`src/common/rsr_consts.svh`:
```
// rsr_consts.svh: opcodes, field positions and counts for the return and soft-reset executor
// assumes: 14-bit instruction words, 15-bit program counter, 8-bit working register
`ifndef RSR_CONSTS_SVH
`define RSR_CONSTS_SVH
`define RSR_OP_SOFT_RESET 14'h0001
`define RSR_OP_INT_RETURN 14'h0009
`define RSR_OP_SUB_RETURN 14'h0008
`define RSR_LIT_RET_HI 4'hD
`define RSR_LIT_HI_POS 10
`define RSR_IRQ_EN_BIT 7
`define RSR_RET_CYCLES 2
`define RSR_RESET_PULSE 4
`endif

```
`src/common/rsr_pkg.sv`:
```
// rsr_pkg.sv: types shared by the return and soft-reset executor
// assumes: included constants define no types
package rsr_pkg;
  typedef enum logic [1:0] {
    RSR_OP_NONE = 2'b00,
    RSR_OP_RETI = 2'b01,
    RSR_OP_RET = 2'b10,
    RSR_OP_RETL = 2'b11
  } rsr_ret_kind_t;
  typedef struct packed {
    logic pop;
    logic load_pc;
    logic set_enable;
    logic load_w;
    logic [7:0] w_val;
  } rsr_ctl_t;
endpackage

```
`src/hw/rsr_reset_pulse.sv`:
```
// rsr_reset_pulse.sv: stretches a soft-reset request into a fixed-length reset pulse
// assumes: request comes from logic on the same clock
`timescale 1ns/10ps
`include "rsr_consts.svh"
module rsr_reset_pulse #(
  parameter int PULSE_LEN = `RSR_RESET_PULSE
) (
  input wire logic clk_in,
  input wire logic rst_b_in,
  input wire logic req_in,
  output logic reset_out
);
  logic [3:0] cnt_r;
  logic [3:0] cnt_nxt;
  // load on request, count down to zero
  assign cnt_nxt = req_in ? 4'(PULSE_LEN) : ((cnt_r != 4'h0) ? cnt_r - 4'h1 : 4'h0);
  always_ff @(posedge clk_in or negedge rst_b_in) begin
    if (!rst_b_in) begin
      cnt_r <= 4'h0;
      reset_out <= 1'b0;
    end else begin
      cnt_r <= cnt_nxt;
      reset_out <= (cnt_nxt != 4'h0);
    end
  end
endmodule

```
`src/hw/rsr_exec.sv`:
```
// rsr_exec.sv: executes soft reset, interrupt return, subroutine return and literal return
// assumes: instr_valid_in pulses once per instruction cycle with the fetched word; stack and
// register file live outside and apply the strobes given here
//
// Overview of operation
// RULE_01: soft reset fires a full device reset
// RULE_02: soft reset clears the active-low indicator flag
// RULE_03: interrupt return pops stack into PC
// RULE_04: interrupt return sets global enable bit 7
// RULE_05: each return is one word, two cycles
// RULE_06: plain return keeps enable and W unchanged
// RULE_07: literal return loads 8-bit literal into W
// RULE_08: literal return pops stack into PC
// RULE_09: second return cycle discards prefetched word
// RULE_10: no instruction here touches C, DC, Z
`timescale 1ns/10ps
`include "rsr_consts.svh"
module rsr_exec (
  input wire logic clk_in,
  input wire logic rst_b_in,
  input wire logic instr_valid_in,
  input wire logic [13:0] instr_in,
  input wire logic [14:0] top_of_return_stack_in,
  input wire logic [7:0] interrupt_control_register_in,
  output logic stack_pop_out,
  output logic pc_load_out,
  output logic [14:0] pc_val_out,
  output logic icr_write_out,
  output logic [7:0] icr_val_out,
  output logic w_load_out,
  output logic [7:0] w_val_out,
  output logic flush_out,
  output logic status_write_out,
  output logic soft_reset_indicator_n_out,
  output logic device_reset_out
);
  rsr_pkg::rsr_ret_kind_t kind_w;
  rsr_pkg::rsr_ctl_t ctl_w;
  logic second_r;
  logic is_reset_w;
  logic accept_w;
  logic flush_w;
  logic is_iret_w;
  logic is_ret_w;
  logic is_lit_w;
  logic [7:0] literal_w;
  logic [7:0] enable_mask_w;
  logic [7:0] icr_nxt;
  logic ind_n_r;
  logic ind_n_nxt;
  logic pulse_w;

  // decode of the fetched word; a word in the flush slot is never decoded
  function automatic rsr_pkg::rsr_ret_kind_t rsr_decode(input logic [13:0] op);
    if (op == `RSR_OP_INT_RETURN) rsr_decode = rsr_pkg::RSR_OP_RETI;
    else if (op == `RSR_OP_SUB_RETURN) rsr_decode = rsr_pkg::RSR_OP_RET;
    else if (op[13:`RSR_LIT_HI_POS] == `RSR_LIT_RET_HI) rsr_decode = rsr_pkg::RSR_OP_RETL;
    else rsr_decode = rsr_pkg::RSR_OP_NONE;
  endfunction

  // instruction slot: a word arriving in a return's second cycle is refused
  assign accept_w = instr_valid_in && !second_r; // [RULE_09]
  assign flush_w = instr_valid_in && second_r; // [RULE_09]
  assign kind_w = accept_w ? rsr_decode(instr_in) : rsr_pkg::RSR_OP_NONE;
  assign is_reset_w = accept_w && (instr_in == `RSR_OP_SOFT_RESET); // [RULE_01]

  // one view per decoded kind, used by the strobes; the checks decode instr_in directly
  assign is_iret_w = (kind_w == rsr_pkg::RSR_OP_RETI);
  assign is_ret_w = (kind_w == rsr_pkg::RSR_OP_RET);
  assign is_lit_w = (kind_w == rsr_pkg::RSR_OP_RETL);

  // control strobes per return kind; all three forms pop the stack into the pc
  assign ctl_w.pop = is_iret_w || is_ret_w || is_lit_w; // [RULE_03] [RULE_06] [RULE_08]
  assign ctl_w.load_pc = ctl_w.pop;
  assign ctl_w.set_enable = is_iret_w; // [RULE_04]
  assign ctl_w.load_w = is_lit_w; // [RULE_07]
  assign literal_w = instr_in[7:0];
  assign ctl_w.w_val = literal_w; // [RULE_07]

  // interrupt control word with only the global enable bit forced high
  assign enable_mask_w = 8'h01 << `RSR_IRQ_EN_BIT;
  assign icr_nxt = interrupt_control_register_in | enable_mask_w; // [RULE_04]

  // first cycle of a return arms the flush slot; the next valid word ends it
  always_ff @(posedge clk_in or negedge rst_b_in) begin
    if (!rst_b_in) begin
      second_r <= 1'b0;
    end else if (instr_valid_in) begin
      second_r <= ctl_w.pop; // [RULE_05]
    end
  end

  // stack pop and program counter load, one cycle after the return is taken
  always_ff @(posedge clk_in or negedge rst_b_in) begin
    if (!rst_b_in) begin
      stack_pop_out <= 1'b0;
      pc_load_out <= 1'b0;
      pc_val_out <= 15'h0000;
    end else begin
      stack_pop_out <= ctl_w.pop; // [RULE_03] [RULE_08]
      pc_load_out <= ctl_w.load_pc;
      pc_val_out <= top_of_return_stack_in; // [RULE_03] [RULE_06] [RULE_08]
    end
  end

  // interrupt control write; only the interrupt return raises it
  always_ff @(posedge clk_in or negedge rst_b_in) begin
    if (!rst_b_in) begin
      icr_write_out <= 1'b0;
      icr_val_out <= 8'h00;
    end else begin
      icr_write_out <= ctl_w.set_enable; // [RULE_04]
      icr_val_out <= icr_nxt;
    end
  end

  // working register load, for the literal return only
  always_ff @(posedge clk_in or negedge rst_b_in) begin
    if (!rst_b_in) begin
      w_load_out <= 1'b0;
      w_val_out <= 8'h00;
    end else begin
      w_load_out <= ctl_w.load_w; // [RULE_07]
      w_val_out <= ctl_w.w_val;
    end
  end

  // prefetch discard marker; status flags are never written from here
  always_ff @(posedge clk_in or negedge rst_b_in) begin
    if (!rst_b_in) begin
      flush_out <= 1'b0;
      status_write_out <= 1'b0;
    end else begin
      flush_out <= flush_w; // [RULE_09]
      status_write_out <= 1'b0; // [RULE_10]
    end
  end

  // indicator: cleared by soft reset, survives the device reset it causes
  assign ind_n_nxt = is_reset_w ? 1'b0 : ind_n_r; // [RULE_02]
  always_ff @(posedge clk_in or negedge rst_b_in) begin
    if (!rst_b_in) begin
      ind_n_r <= 1'b1;
    end else begin
      ind_n_r <= ind_n_nxt;
    end
  end
  assign soft_reset_indicator_n_out = ind_n_r;

  // stretched device reset request
  rsr_reset_pulse #(.PULSE_LEN(`RSR_RESET_PULSE)) u_pulse (
    .clk_in(clk_in),
    .rst_b_in(rst_b_in),
    .req_in(is_reset_w), // [RULE_01]
    .reset_out(pulse_w)
  );
  assign device_reset_out = pulse_w;

  // checks on the return strobes
  pop_on_return_a: assert property (@(posedge clk_in) disable iff (!rst_b_in) // [RULE_06]
    (instr_valid_in && !second_r && (instr_in == `RSR_OP_SUB_RETURN))
    |=> (stack_pop_out && pc_load_out && !w_load_out && !icr_write_out))
    else $error("plain return wrong strobes");
  iret_strobes_a: assert property (@(posedge clk_in) disable iff (!rst_b_in) // [RULE_03]
    (accept_w && (instr_in == `RSR_OP_INT_RETURN))
    |=> (stack_pop_out && pc_load_out && icr_write_out && !w_load_out))
    else $error("interrupt return wrong strobes");
  enable_on_iret_a: assert property (@(posedge clk_in) disable iff (!rst_b_in) // [RULE_04]
    icr_write_out |-> (icr_val_out[`RSR_IRQ_EN_BIT] && pc_load_out))
    else $error("interrupt return did not set enable");
  iret_value_a: assert property (@(posedge clk_in) disable iff (!rst_b_in) // [RULE_04]
    icr_write_out |-> (icr_val_out == ($past(interrupt_control_register_in) | 8'h80)))
    else $error("interrupt control word altered beyond enable bit");
  pc_from_stack_a: assert property (@(posedge clk_in) disable iff (!rst_b_in) // [RULE_03]
    pc_load_out |-> (pc_val_out == $past(top_of_return_stack_in)))
    else $error("pc not loaded from stack top");
  pc_with_pop_a: assert property (@(posedge clk_in) disable iff (!rst_b_in) // [RULE_03]
    pc_load_out |-> stack_pop_out)
    else $error("pc load without stack pop");

  // checks on the literal return
  lit_to_w_a: assert property (@(posedge clk_in) disable iff (!rst_b_in) // [RULE_07]
    (accept_w && (instr_in[13:`RSR_LIT_HI_POS] == `RSR_LIT_RET_HI))
    |=> (w_load_out && (w_val_out == $past(literal_w)) && stack_pop_out))
    else $error("literal return wrong");
  lit_pops_a: assert property (@(posedge clk_in) disable iff (!rst_b_in) // [RULE_08]
    w_load_out |-> pc_load_out)
    else $error("literal return without pc load");

  // checks on the two-cycle timing, the discarded prefetch and the status flags
  flush_second_a: assert property (@(posedge clk_in) disable iff (!rst_b_in) // [RULE_09]
    (stack_pop_out && instr_valid_in) |=> (flush_out && !stack_pop_out))
    else $error("prefetch not flushed");
  refused_slot_a: assert property (@(posedge clk_in) disable iff (!rst_b_in) // [RULE_09]
    (instr_valid_in && second_r) |=> (!stack_pop_out && !w_load_out && !icr_write_out))
    else $error("word in flush slot executed");
  flush_quiet_a: assert property (@(posedge clk_in) disable iff (!rst_b_in) // [RULE_09]
    flush_out |-> (!pc_load_out && !w_load_out && !icr_write_out))
    else $error("flush cycle carries strobes");
  two_cycle_a: assert property (@(posedge clk_in) disable iff (!rst_b_in) // [RULE_05]
    stack_pop_out |-> !$past(stack_pop_out))
    else $error("return pops twice");
  ret_cycles_a: assert property (@(posedge clk_in) disable iff (!rst_b_in) // [RULE_05]
    (stack_pop_out && instr_valid_in) |=> !second_r)
    else $error("return longer than two cycles");
  no_status_a: assert property (@(posedge clk_in) disable iff (!rst_b_in) // [RULE_10]
    !status_write_out)
    else $error("status written");

  // checks on the soft reset and its indicator
  reset_fires_a: assert property (@(posedge clk_in) disable iff (!rst_b_in) // [RULE_01] [RULE_02]
    is_reset_w |=> (device_reset_out && !soft_reset_indicator_n_out))
    else $error("soft reset not issued");
  reset_no_pop_a: assert property (@(posedge clk_in) disable iff (!rst_b_in) // [RULE_01]
    is_reset_w |=> (!stack_pop_out && !w_load_out && !icr_write_out))
    else $error("soft reset raised return strobes");
  pulse_length_a: assert property (@(posedge clk_in) disable iff (!rst_b_in) // [RULE_01]
    $fell(device_reset_out) |-> $past(device_reset_out, 4))
    else $error("device reset pulse too short");
  indicator_held_a: assert property (@(posedge clk_in) disable iff (!rst_b_in) // [RULE_02]
    !soft_reset_indicator_n_out |=> !soft_reset_indicator_n_out)
    else $error("indicator set again without reset");
  indicator_cause_a: assert property (@(posedge clk_in) disable iff (!rst_b_in) // [RULE_02]
    $fell(soft_reset_indicator_n_out) |-> $past(is_reset_w))
    else $error("indicator cleared without soft reset");
endmodule

```
`config.mk`:
```
export PLATFORM = sky130hd
export DESIGN_NAME = rsr_exec
export DESIGN_NICKNAME = d
export VERILOG_FILES = /design/src/common/rsr_pkg.sv /design/src/hw/rsr_reset_pulse.sv /design/src/hw/rsr_exec.sv
export VERILOG_INCLUDE_DIRS = /design/src /design/src/common
export SDC_FILE = /design/constraint.sdc
export NUM_CORES = 1
export LEC_CHECK = 0
export ABC_AREA = 0
export CORE_MARGIN = 3
export CORE_UTILIZATION = 40
export CTS_BUF_LIST = sky130_fd_sc_hd__clkbuf_8 sky130_fd_sc_hd__clkbuf_16
export DETAILED_ROUTE_END_ITERATION = 12
export DONT_BUFFER_PORTS = 1
export SYNTH_ARGS = -nofsm -noshare
export SYNTH_HDL_FRONTEND = slang
export SYNTH_SLANG_ARGS = --single-unit
```
`constraint.sdc`:
```
create_clock -name clk_in -period 1.9 [get_ports clk_in]
set_clock_uncertainty 0.15 [all_clocks]
set_input_delay 0.19 -clock clk_in [delete_from_list [all_inputs] [get_ports clk_in]]
set_output_delay 0.19 -clock clk_in [all_outputs]
set_load 0.05 [all_outputs]
```
* Word level (Yosys, flattened, before mapping) *
Index checks and enable logic that the tools add are counted.
W data, S select, Z words.

operators by class
  add/subtract/negate cells = 1
  eq/ne operators = 7
  muxes and demuxes = 6
  reductions and logical operators = 8

operators with widths
  operator               number
  $eq A14 B4 Y1 const B  2
  $eq A14 B1 Y1 const B  1
  $mux W2                4
  $mux W4                2
  $reduce_bool A4 Y1     2
  $eq A2 B2 Y1 const B   2
  $eq A4 B4 Y1 const B   1
  $sub A4 B1 Y4 const B  1
  $logic_and A1 B1 Y1    3
  $eq A2 B1 Y1 const B   1
  $logic_or A1 B1 Y1     2
  $logic_not A1 Y1       1

word-level totals
  bits in registers = 42
  bits of input ports = 40
  output and inout port bits = 39

* Longest topological paths before layout *
Gate-level depths: netlist (run 1).

  depth in word-level cells = 8
  gate-level depth with buffers = 5
  mapped depth without buffers = 5

* Modules after synthesis *
Synthesis (run 1) repeated with hierarchy kept, for this count alone.

unflattened totals
  cell total of the unflattened synthesis = 79
  area, all modules = 1320.0 sq um

by module, submodules not included
  module           times used  cells an instance  area an instance (sq um)  seq. area each (sq um)
  rsr_exec         1           57                 1073.5                    927.1
  rsr_reset_pulse  1           22                 246.5                     125.1

* Least setup slack after synthesis (run 1) *
OpenSTA, ideal clock, no wires.

  path type = register to register
  start point = reg second_r
  end point = reg u_pulse.cnt_r[2]
  data arrival time = 1.088 ns
  setup slack = 0.530 ns
  stages on the path, launching flop included = 4
  clock period less this slack = 1.370 ns
  cells stage by stage = dfrtp_1 nand2b_1 and4bb_4 or3_1

between the ends
  cells in the longest elaborated chain, start to end = 4

RTL lines
  item                          line                   RTL
  start, declared               rsr_exec.sv:39         logic second_r;
  start signal, assigned        rsr_exec.sv:89         second_r <= ctl_w.pop;
  $logic_not A1 Y1              rsr_exec.sv:62         assign accept_w = instr_valid_in && !second_r;
  $logic_and A1 B1 Y1           rsr_exec.sv:62
  $logic_and A1 B1 Y1           rsr_exec.sv:65         assign is_reset_w = accept_w && (instr_in == `RSR_OP_SOFT_RESET);
  $mux W4                       rsr_reset_pulse.sv:16  assign cnt_nxt = req_in ? 4'(PULSE_LEN) : ((cnt_r != 4'h0) ? cnt_r - 4'h1 : 4'h0);
  named net u_pulse.cnt_nxt[2]  rsr_reset_pulse.sv:14  logic [3:0] cnt_nxt;
  end signal, assigned          rsr_reset_pulse.sv:22  cnt_r <= cnt_nxt;
  end, declared                 rsr_reset_pulse.sv:13  logic [3:0] cnt_r;

The timed path passes the listed nets, and every way through them passes these cells.
A chain may end at the register's enable or synchronous reset.

==> results.md, run 1 <==
Layout:
- 0 antenna diodes ended up in the layout.
- The number of non-filler instances in the completed layout is 170.
- The final-stage net count is 167.
- The share of post-route cells with drive strength above 1 is 0.1032.
- From synthesis to final layout, the design area changed by 42.99%.

Worst setup path:
- The arrival time reported for the critical path endpoint is 1.87 ns.
- The highest net fanout along the worst path is 2.
- The start-to-end type of the worst setup path is in -> reg.
- Setup slack on the worst reg-to-reg path comes out at 0.42 ns.
- The type of element capturing the critical path is a register.
- STA classifies the critical path startpoint as a primary input.
- In this run the critical register-to-register path is captured at u_pulse.cnt_r[2].
- The critical register-to-register path startpoint is second_r.
- The number of cells traversed by the worst register-to-register path is 3.
- Data on the critical path is required at its endpoint by 1.95 ns.

Clock tree:
- After clock tree synthesis, the clock-pin slew on the worst setup and hold paths is 0.07 ns.
- The longest clock path from root to sink contains 2 buffers.
- CTS built an H-tree with a depth of 2.
- The number of gates given a new drive strength after cts is 0.
- TritonCTS built the clock tree.
- In this run the post-CTS setup repair buffer count came out at 0.
- The clock latency on the worst-skew pair is 0.28 ns.
- The number of CTS-inserted buffers is 5.
- The number of clock sinks is 42.
- The master cell of the clock root buffer is clkbuf_8.

Drt:
- The total number of vias is 796.
- In this run the remaining antenna-violating nets after routing total 0.
- The final routed wire length divided by cell count is 15.49 µm.
- The number of DRC violations after detailed routing is 0.
- The initial DRC count is 20.
- After detailed routing, the number of vias per cell comes to 4.682.
- For this block, the routed nets add up to 2634 µm of wire.
- For this run, the detailed router's first-pass iteration total came to 4.

Timing:
- Adding up every negative setup slack in the final design gives 0 ns.
- Setup repair after global routing left no endpoint under its margin.
- The final hold violation count is 0.
- Setup violations remaining at the end of the flow were counted as 0.
- The final period utilization is 0.9563.
- Timing would allow up to 550.4 MHz.
- The final setup slack of the worst path is 0.08300 ns.
- The shortest clock period the worst path allows after layout is 1.817 ns.
- The number of slew-limit violations in the final report is 0.

Synth:
- The number of synthesized flops with an enable pin is 0.
- The average instance in the mapped netlist occupies 16.10 µm².
- The share of the synthesized area in the top cell type is 0.7869.
- For this run, asynchronously set or reset flops after synthesis account for 1.000.
- The mapped netlist covers 0.001304 mm².
- Synthesis handed over a netlist of 81 instances.
- In the synthesized netlist the dominant register cell turns out to be dfrtp_1.
- Counting instances in the post-synthesis netlist gives the leading cell types as dfrtp_1 (41), nor2_1 (7), inv_1 (3), nand2b_1 (3), nor3_1 (3).
- The count of yosys warnings during synthesis is 0.
- By area the synthesized netlist is led by dfrtp_1 (79%), dfstp_2 (2.0%), nor2_1 (2.0%).
- The post-synth net total is 122.
- The portion of the post-synthesis area used by sequential elements is 0.8071.
- Among all cell types in the netlist, the one instantiated most often is dfrtp_1.
- The netlist uses 23 different library cells.
- The number of synthesized register bits is 42.
- The biggest area contributor in the post-synthesis netlist is dfrtp_1.

Pwr:
- Across the VDD grid, the largest voltage drop is 0.5549 mV.
- The power density over the cells is 1155 mW/mm².
- The leakage power figure is 0.8262 nW.

Global routing:
- The number of antenna violations at the first check in global routing is 0.
- The wire length of the first global-routing pass is 4298 µm.
- The number of global-route vias before repair was 882.
- The remaining global-route overflow is 0.
- The pin count of the biggest net entering global routing is 43.
- Across every metal layer, demand over resource in global routing totals 0.1459.

Die:
- The die covers 0.003980 mm².
- The die is 63.09 µm wide.
- The number of placement rows is 20.
- The starting density of the core is 0.4236.
- Measured along the y axis, the die boundary spans 63.09 µm.
- Pin placement for this block handled 79 I/O pins.
- In this run the standard cell core region covers 0.003078 mm².

Placement:
- The instance count after placement with tap cells included is 124.
- At the end of routability-driven placement, the weighted congestion stood at 0.6469.
- Buffers placed on the I/O ports in this run total 0.
- The setup slack at placement is 0.4360 ns.
- Detailed placement ended at an HPWL of 1812 µm.

Hold path:
- The path type of the worst min-delay path is in -> reg.
- The hold path depth is 3.
- The startpoint identified for the worst hold timing path is instr_in[0].
- The path with the worst hold slack has its endpoint at icr_write_out.

Outcome:
- The run finished with clean final reports.

Job:
- The number of max-cap violations is 0.
logic make-up (layout without fill, tap and decap cells):
| kind of cell | count (synthesis) | in the layout | synth area share |
|---|---|---|---|
| DFF | 42 | 42 | 0.8071 |
| and+or+nand+nor | 27 | 27 | 0.1372 |
| AOI/OAI and AO/OA | 4 | 4 | 0.02015 |
| other | 2 | 2 | 0.005760 |
| adders and majority gates | 1 | 1 | 0.009595 |
| buffers and inverters | 5 | 50 | 0.02015 |
sequential cells by signal, indices dropped and copies added (netlist names):
| signal | flops |
|---|---|
| icr_val_out | 8 |
| u_pulse.reset_out | 1 |
| soft_reset_indicator_n_out | 1 |
| flush_out | 1 |
| w_load_out | 1 |
| icr_write_out | 1 |
| second_r | 1 |
| w_val_out | 8 |
| pc_load_out | 1 |
| pc_val_out | 15 |
| u_pulse.cnt_r | 4 |
through the flow:
stage / util / power [mW] / hold WS, ns / area, µm²
after global routing: 0.6057 / 2.274 / 0.04899 / 1864
after detailed placement: 0.4390 / 1.399 / -0.2549 / 1351
after global placement: 0.4390 / 1.374 / -0.2548 / 1351
after floorplan: - / 1.350 / -0.2556 / 1304
after CTS: 0.6057 / 2.181 / 0.02383 / 1864
final: 0.6057 / 2.152 / 0.04936 / 1864
cell type report:
| type | instances | area (µm²) |
|---|---|---|
| flip-flops and latches | 42 | 1052 |
| fillers | 245 | 1214 |
| clock inverters | 1 | 30.03 |
| multi-input cells | 34 | 225.2 |
| clock buffers | 6 | 82.58 |
| well taps | 44 | 55.05 |
| inverters | 3 | 11.26 |
| repair buffers | 40 | 407.9 |
routing by layer:
layer / vias up / track usage / routed length, µm
met5: - / 0 / 0
met2: 46 / 0.2556 / 1433
met3: 5 / 0.07487 / 230
met4: 0 / 0.05785 / 43
li1: 352 / - / -
met1: 393 / 0.1447 / 927
critical path, cell delays in order:
cell and delay (ns):
dlygate4sd3_1 0.55, nor4_2 0.24, dlygate4sd3_1 0.59, nand4_1 0.10
nor3b_1 0.20
cells in the final DEF (no fill, tap or decap), types with 2 or more instances in the layout:
cell | netlist | layout
clkbuf_8 | 0 | 6
conb_1 | 2 | 2
dfrtp_1 | 41 | 41
dlygate4sd3_1 | 0 | 38
inv_1 | 3 | 3
nand2b_1 | 3 | 3
nor2_1 | 7 | 7
nor2b_1 | 2 | 2
nor3_1 | 3 | 3
nor3b_1 | 2 | 2
nor4_2 | 2 | 2
or3_1 | 2 | 2
report_power, final:
group | total (mW) | leakage, nW | internal (mW) | switching, mW
sequential | 1.19 | 0.501 | 0.978 | 0.207
clock | 0.689 | 0.0573 | 0.420 | 0.269
combinational | 0.278 | 0.268 | 0.146 | 0.132
repair_timing:
item	in CTS	in global routing
hold buffers	39	0
endpoints found under the setup margin	0	1
endpoints found under the hold margin	77	0
worst max-delay path by stage:
stage                      from               end  slack (ns)  depth (start not counted)
finish              instr_in[9]     icr_write_out        0.08                          5
global placement       second_r  u_pulse.cnt_r[2]        0.48                          3
global route        instr_in[9]     icr_write_out        0.01                          5
floorplan              second_r  u_pulse.cnt_r[2]        0.53                          3
detailed placement     second_r  u_pulse.cnt_r[2]        0.44                          3
CTS                 instr_in[9]     icr_write_out        0.05                          5
(Power assumes the default switching activity.)
==> run 2: changes to the inputs <==
Settings changed: CORE_ASPECT_RATIO from default to 0.7, PLACE_DENSITY from default to 0.56.
==> run 2 against run 1 <==
Clock power increased by 23%. Critical path type unchanged. Clock-buffer cell count unchanged. Non-clock buffer count up 1. Final area increased by 1.9%. Largest cell class unchanged. Critical path depth unchanged. Sequential share of layout area is 1.0 points lower. Hold slack improved by 0.011 ns. Cell count shrank 3.5%. Via count decreased by 1.8%. Sequential power is essentially flat. Combinational power is 2% lower. Fmax increased by 11%.
==> results.md, run 2 (same netlist as run 1, synthesis figures left out) <==
Outcome:
- The run finished with clean final reports.

Drt:
- The mean number of vias per cell is 4.768 (+1.8%).
- The number of DRC violations after detailed routing is 0 (unchanged).
- The final routed wire length divided by cell count is 16.50 µm (+6.5%).
- The total number of vias is 782 (-1.8%).
- The detailed-routed wire length on met2 is 1312 µm (-8.4%).
- The met3 wire length is 370 µm (+61%).
- The post-route met1 wirelength was 1009 µm (+8.8%).
- The number of search-and-repair iterations in the first detailed-routing pass is 2 (-2).
- The count of nets left with antenna violations after detail routing is 0 (unchanged).
- Signal routing reaches up to met4.
- The initial DRC count is 26 (+30%).
- The total wire length after detailed routing is 2706 µm (+2.7%).

Die:
- The floorplan die width is 74.24 µm (+18%).
- The number of I/O pins is 79 (unchanged).
- The die outline area is 0.003991 mm² (+0.27%).
- The number of placement rows was 16 (-20%).
- The floorplan core area is 0.002943 mm² (-4.4%).
- The starting density of the core is 0.4430 (+0.01945).
- The die outline height came to 53.77 µm (-15%).

Worst setup path:
- For this design, the slowest cell found on the critical path is dlygate4sd3_1.
- STA classifies the critical path startpoint as a primary input.
- The highest net fanout along the worst path was 6 (+4).
- STA classifies the critical path endpoint as a register.
- The required time reported for the critical path endpoint is 1.97 ns (+0.02 ns).
- The buffering stage count on the worst path with inverters included is 1 (-1).
- On the critical path the largest part of the delay comes from simple AND/OR/NAND/NOR gates.
- Traced cell by cell, the critical path runs through dlygate4sd3_1 -> nor4_2 -> and4_1 -> and4bb_4 -> a211o_1.
- The arrival time reported for the critical path endpoint came to 1.71 ns (-0.16 ns).
- The start-to-end type of the worst setup path is in -> reg.
- The maximum single-stage delay on the critical path is 0.56 ns (-0.03 ns).

Timing:
- Setup repair after global routing left no endpoint under its margin.
- The final sum of negative setup slack came to 0 ns (unchanged).
- The final period utilization is 0.8627 (-0.09361).
- The final setup slack of the worst path was 0.2609 ns (+0.1779 ns).
- The number of slew-limit violations in the final report is 0 (unchanged).
- The number of setup violations in the final report is 0 (unchanged).
- The shortest clock period the worst path allows after layout came to 1.639 ns (-0.1779 ns).
- The final hold violation count is 0 (unchanged).
- The maximum clock frequency is 610.1 MHz (+11%).

Placement:
- The instance count after placement with tap cells included is 116 (-6.5%).
- The total of buffers placed on input and output ports is 0 (unchanged).
- The total placed instance area is 0.001341 mm² (-0.74%).
- The placed wire-length estimate after detailed placement came to 1614 µm (-11%).
- The routability-driven placement congestion ratio came to 0.6447 (-0.34%).
- The setup slack at placement is 0.4467 ns (+0.01065 ns).

Global routing:
- The number of antenna violations at the first check in global routing is 0 (unchanged).
- The wire length of the first global-routing pass was 3870 µm (-10%).
- The pin count of the biggest net entering global routing is 43 (unchanged).
- The remaining global-route overflow is 0 (unchanged).
- The number of global-route vias before repair came to 800 (-9.3%).
- The overall global routing resource usage came to 0.1378 (-0.008062).

Layout:
- The number of fill cells in the layout was 208 (-15%).
- From synthesis to final layout, the design area changed by 45.68%.
- The leading cell type in the layout, fill and taps excluded is dfrtp_1.
- The number of non-filler instances in the completed layout is 164 (-3.5%).
- The utilization after layout was 0.6454 (+0.03972).
- In the layout the commonest cells are dfrtp_1 (41), dlygate4sd3_1 (39), nor2_1 (7).
- The final design area excluding fillers is 0.001899 mm² (+1.9%).
- The flip-flop count of the largest register, all copies and words added is 15 (unchanged).
- The register containing the most flip-flops in the final layout is pc_val_out.
- The share of post-route cells with drive strength above 1 came to 0.1172 (+0.01401).
- The final-stage net count came to 168 (+0.60%).
- In the final layout, the registers with the most flip-flops are pc_val_out: 15 flops, icr_val_out: 8 flops, w_val_out: 8 flops.
- The diode insertion count for antenna repair came to 0 (unchanged).

Clock tree:
- The maximum level of the CTS H-tree came to 2 (unchanged).
- The clock-pin transition on the worst setup and hold timing paths was 0.08 ns (about the same).
- TritonCTS built the clock tree.
- The clock latency on the worst-skew pair is 0.28 ns (about the same).
- The number of CTS-inserted buffers is 5 (unchanged).
- The tree is rooted in a clkbuf_8.
- The number of clock sinks was 42 (unchanged).
- The deepest clock path buffer count was 2 (unchanged).

Pwr:
- The power density over the cells came to 1212 mW/mm² (+5.0%).
- The peak ir drop on the vdd network is 0.6815 mV (+23%).
- The leakage power figure is 0.8432 nW (+2.0%).

Hold path:
- In this run the worst hold path is classified as in -> reg.

Job:
- The number of max-cap violations was 0 (unchanged).
## run 2: worst reg2reg max path, cell delays in order (launching register included)
cell      delay [ns]
dfrtp_1         0.37
nand2b_1        0.18
and4bb_4        0.28
or3_1           0.36
## run 2: routing by layer
metal,vias up,GRT usage
li1,354,-
met1,375,0.1486
met2,51,0.2353
met3,2,0.06903
met4,0,0.05325
met5,-,0
## run 2: area by class of cell
| type | instances | area [µm²] | area share |
|---|---|---|---|
| sequential | 42 | 1052 | 0.5540 |
| tap | 36 | 45.04 | 0.02372 |
| clock inverter | 2 | 60.06 | 0.03162 |
| inverter | 3 | 11.26 | 0.005929 |
| multi-input combinational | 34 | 230.2 | 0.1212 |
| clock buffer | 6 | 82.58 | 0.04348 |
| timing repair buffer | 41 | 417.9 | 0.2200 |
## run 2: final timing paths
| kind | depth (start not counted) | to | slack (ns) | startpoint |
|---|---|---|---|---|
| max | 5 | u_pulse.reset_out | 0.26 | instr_in[5] |
| min | 3 | icr_write_out | 0.06 | instr_in[0] |
| max reg2reg | 3 | u_pulse.cnt_r[2] | 0.44 | second_r |
| min reg2reg | 1 | u_pulse.cnt_r[0] | 0.33 | u_pulse.cnt_r[0] |
| max in group asynchronous | 2 | soft_reset_indicator_n_out | 1.09 | rst_b_in |
| min in group asynchronous | 2 | icr_val_out[2] | 0.24 | rst_b_in |
## run 2: power by group
part / total, mW / leakage (nW) / switching [mW] / internal, mW
logic: 0.273 / 0.271 / 0.125 / 0.147
clock network: 0.845 / 0.0714 / 0.285 / 0.560
registers: 1.19 / 0.501 / 0.207 / 0.978
total: 2.30 / 0.843 / 0.617 / 1.69
## run 2: through the flow
stage | power [mW] | hold WS, ns
after floorplan | 1.350 | -0.2556
final | 2.303 | 0.06086
after detailed placement | 1.390 | -0.2547
after global placement | 1.380 | -0.2547
after CTS | 2.322 | 0.03710
after global routing | 2.416 | 0.07389
## run 2: timing repair
action,CTS,global route
setup buffers,0,0
hold buffers,39,2
endpoints found under the hold margin,77,1
endpoints found under the setup margin,0,1
gates resized for setup,0,1
==> run 3: changes to the inputs <==
Settings changed: CELL_PAD_IN_SITES_DETAIL_PLACEMENT from default to 1, CELL_PAD_IN_SITES_GLOBAL_PLACEMENT from default to 1, CTS_CLUSTER_SIZE from default to 10, PLACE_DENSITY 0.56 to 0.69.
Clock period 1.9 ns to 1.64 ns, I/O delays scaled along.
==> run 3 against run 2 <==
Combinational power up 21%. Clock-buffer cell count is the same. Routed wire length rose by 20%. Non-clock buffer count up 1. Critical path depth is the same. Total power is 3.7% higher. Die area did not move. Clock power fell by 20%. Hold slack got worse by 0.053 ns. Register-to-register slack worse by 0.28 ns. Utilization is 1.1 points lower. Sequential share of layout area grew 0.93 points. Critical endpoint is now u_pulse.cnt_r[2].
==> results.md, run 3 (same netlist as run 1, synthesis figures left out) <==
Outcome:
- The flow ran to the end, and the final reports show no timing, DRC or antenna violations.

Layout:
- Counting flops per register, the top entry is pc_val_out.
- The share of post-route cells with drive strength above 1 is 0.1163 (-0.0009084).
- The final design area excluding fillers is 0.001868 mm² (-1.6%).
- The area overhead of the layout relative to synthesis is 43.28%.
- The utilization after layout is 0.6348 (-0.01063).
- The diode insertion count for antenna repair is 0 (unchanged).
- The largest registers in the layout are pc_val_out: 15 flops, icr_val_out: 8 flops, w_val_out: 8 flops.
- The flip-flop count of the largest register, all copies and words added came to 15 (unchanged).
- The leading cell type in the layout, fill and taps excluded is dfrtp_1.
- The library cells used most frequently in the layout, excluding fill and tap cells, are dfrtp_1 (41), dlygate4sd3_1 (37), nor2_1 (7).
- The final-stage net count is 169 (+0.60%).
- The number of non-filler instances in the completed layout was 165 (+0.61%).

Worst setup path:
- The arrival time reported for the critical path endpoint was 1.63 ns (-0.08 ns).
- Traced cell by cell, the critical path runs through dlygate4sd3_1 -> nor4_4 -> and4_1 -> and4bb_4 -> or3_1.
- The maximum single-stage delay on the critical path is 0.60 ns (+0.04 ns).
- The worst reg-to-reg setup slack is 0.16 ns (-0.28 ns).
- By startpoint and endpoint, the worst setup path is classified as in -> reg.
- STA classifies the critical path startpoint as a primary input.
- The highest net fanout along the worst path is 6 (unchanged).
- The worst setup path is captured at a register.
- Among all stages on the critical path, the largest delay is contributed by dlygate4sd3_1.
- The required time reported for the critical path endpoint came to 1.67 ns (-0.30 ns).

Timing:
- After layout, the minimum clock period comes to 1.605 ns.
- The number of slew-limit violations in the final report is 0 (unchanged).
- The final setup slack of the worst path is 0.03499 ns (-0.2259 ns).
- The final hold violation count is 0 (unchanged).
- Timing would allow up to 623.0 MHz.
- The final hold slack was 0.008089 ns (-0.05277 ns).
- Setup repair after global routing left no endpoint under its margin.
- The final sum of negative setup slack is 0 ns (unchanged).
- Of the available clock period, the critical path in the final layout requires 0.9787.
- The number of setup violations in the final report is 0 (unchanged).

Drt:
- The total number of vias is 812 (+3.8%).
- The number of search-and-repair iterations in the first detailed-routing pass is 4 (+2).
- The total wire length after detailed routing came to 3248 µm (+20%).
- The final routed wire length divided by cell count is 19.68 µm (+19%).
- The mean number of vias per cell was 4.921 (+3.2%).
- The count of nets left with antenna violations after detail routing is 0 (unchanged).
- The number of DRC violations after detailed routing is 0 (unchanged).
- The initial DRC count is 20 (-23%).

Pwr:
- The power density over the cells is 1278 mW/mm² (+5.4%).
- The switching power is 0.7434 mW (+20%).
- The peak ir drop on the vdd network is 0.7324 mV (+7.5%).
- The leakage power figure is 0.8426 nW (about the same).
- The sum of internal, switching and leakage power is 2.387 mW (+3.7%).
- The logic gate share of total power is 0.139 (+0.021).
- The switching share of total power was 0.3114 (+0.04334).
- The part of the power in the clock network is 0.283 (-0.084).
- The relative contribution of sequential cells to total power is 0.578 (+0.063).
- The internal power was 1.644 mW (-2.5%).

Global routing:
- The overall global routing resource usage is 0.1738 (+0.03602).
- The remaining global-route overflow was 0 (unchanged).
- The pin count of the biggest net entering global routing is 43 (unchanged).
- The number of global-route vias before repair came to 973 (+22%).
- The number of antenna violations at the first check in global routing was 0 (unchanged).
- The wire length of the first global-routing pass came to 4774 µm (+23%).

Placement:
- The placed wire-length estimate after detailed placement is 1825 µm (+13%).
- The instance count after placement with tap cells included is 116 (unchanged).
- The routability-driven placement congestion ratio is 0.6323 (-1.9%).
- The total of buffers placed on input and output ports is 0 (unchanged).
- The total placed instance area came to 0.001341 mm² (unchanged).
- The setup slack at placement is 0.1768 ns (-0.2699 ns).

Die:
- The floorplan die width is 74.24 µm (unchanged).
- The starting density of the core is 0.4430 (unchanged).
- The number of I/O pins is 79 (unchanged).
- The die outline area came to 0.003991 mm² (unchanged).
- The die outline height is 53.77 µm (unchanged).
- The floorplan core area was 0.002943 mm² (unchanged).
- The number of placement rows was 16 (unchanged).

Clock tree:
- The deepest clock path buffer count is 2 (unchanged).
- The tree is rooted in a clkbuf_8.
- The number of CTS-inserted buffers is 5 (unchanged).
- The maximum level of the CTS H-tree is 2 (unchanged).
- TritonCTS built the clock tree.
- The number of clock sinks came to 42 (unchanged).
- The clock-pin transition on the worst setup and hold timing paths is 0.08 ns (about the same).
- The clock latency on the worst-skew pair came to 0.29 ns (about the same).

Hold path:
- The path type of the worst min-delay path is in -> reg.

Job:
- The number of max-cap violations came to 0 (unchanged).
-- run 3: cell count changes in the layout (fill, tap and decap cells not counted), sizes merged --
| cell | before | now |
|---|---|---|
| buf | 2 | 3 |
| bufinv | 2 | 0 |
| clkinv | 0 | 1 |
| clkinvlp | 0 | 1 |
| dlygate4sd3 | 39 | 37 |
| dlymetal6s4s | 0 | 2 |
-- run 3: timing repair --
| item | in CTS | in global routing |
|---|---|---|
| resized for setup | 0 | 3 |
| endpoints found under the setup margin | 0 | 6 |
| hold endpoints to repair | 77 | 0 |
| buffers inserted | 0 | 1 |
| hold buffers | 40 | 0 |
-- run 3: power groups by stage --
stage	Clock (mW)	Sequential [mW]	Combinational, mW
2_1_floorplan	0	1.38	0.185
3_3_place_gp	0	1.39	0.209
3_5_place_dp	0	1.40	0.226
4_1_cts	0.691	1.38	0.330
5_1_grt	0.755	1.39	0.379
6_report	0.676	1.38	0.331
-- run 3: layout make-up --
cell class | instances | area, µm²
fill | 265 | 1075
inverter | 3 | 11.26
clock inverter | 2 | 12.51
timing repair buffer | 42 | 430.4
clock buffer | 6 | 82.58
sequential | 42 | 1052
tap | 36 | 45.04
multi-input combinational | 34 | 234.0
-- run 3: worst paths after layout --
check,from,end,cells past startpoint
max,instr_in[7],u_pulse.cnt_r[2],5
min reg2reg,u_pulse.cnt_r[0],u_pulse.cnt_r[0],1
max in group asynchronous,rst_b_in,soft_reset_indicator_n_out,2
min,instr_in[4],w_val_out[4],1
max reg2reg,second_r,u_pulse.cnt_r[2],3
min in group asynchronous,rst_b_in,pc_val_out[11],2
-- run 3: routing by layer --
| metal | up-vias | wire length (µm) | global-route usage |
|---|---|---|---|
| li1 | 354 | - | - |
| met1 | 392 | 1175 | 0.1782 |
| met2 | 62 | 1618 | 0.3074 |
| met3 | 4 | 418 | 0.06903 |
| met4 | 0 | 36 | 0.09763 |
| met5 | - | 0 | 0 |
-- run 3: critical path, delay by kind of cell --
family                 cells  cell delay [ns]
and+or+nand+nor            4             0.86
buffers and inverters      1             0.60
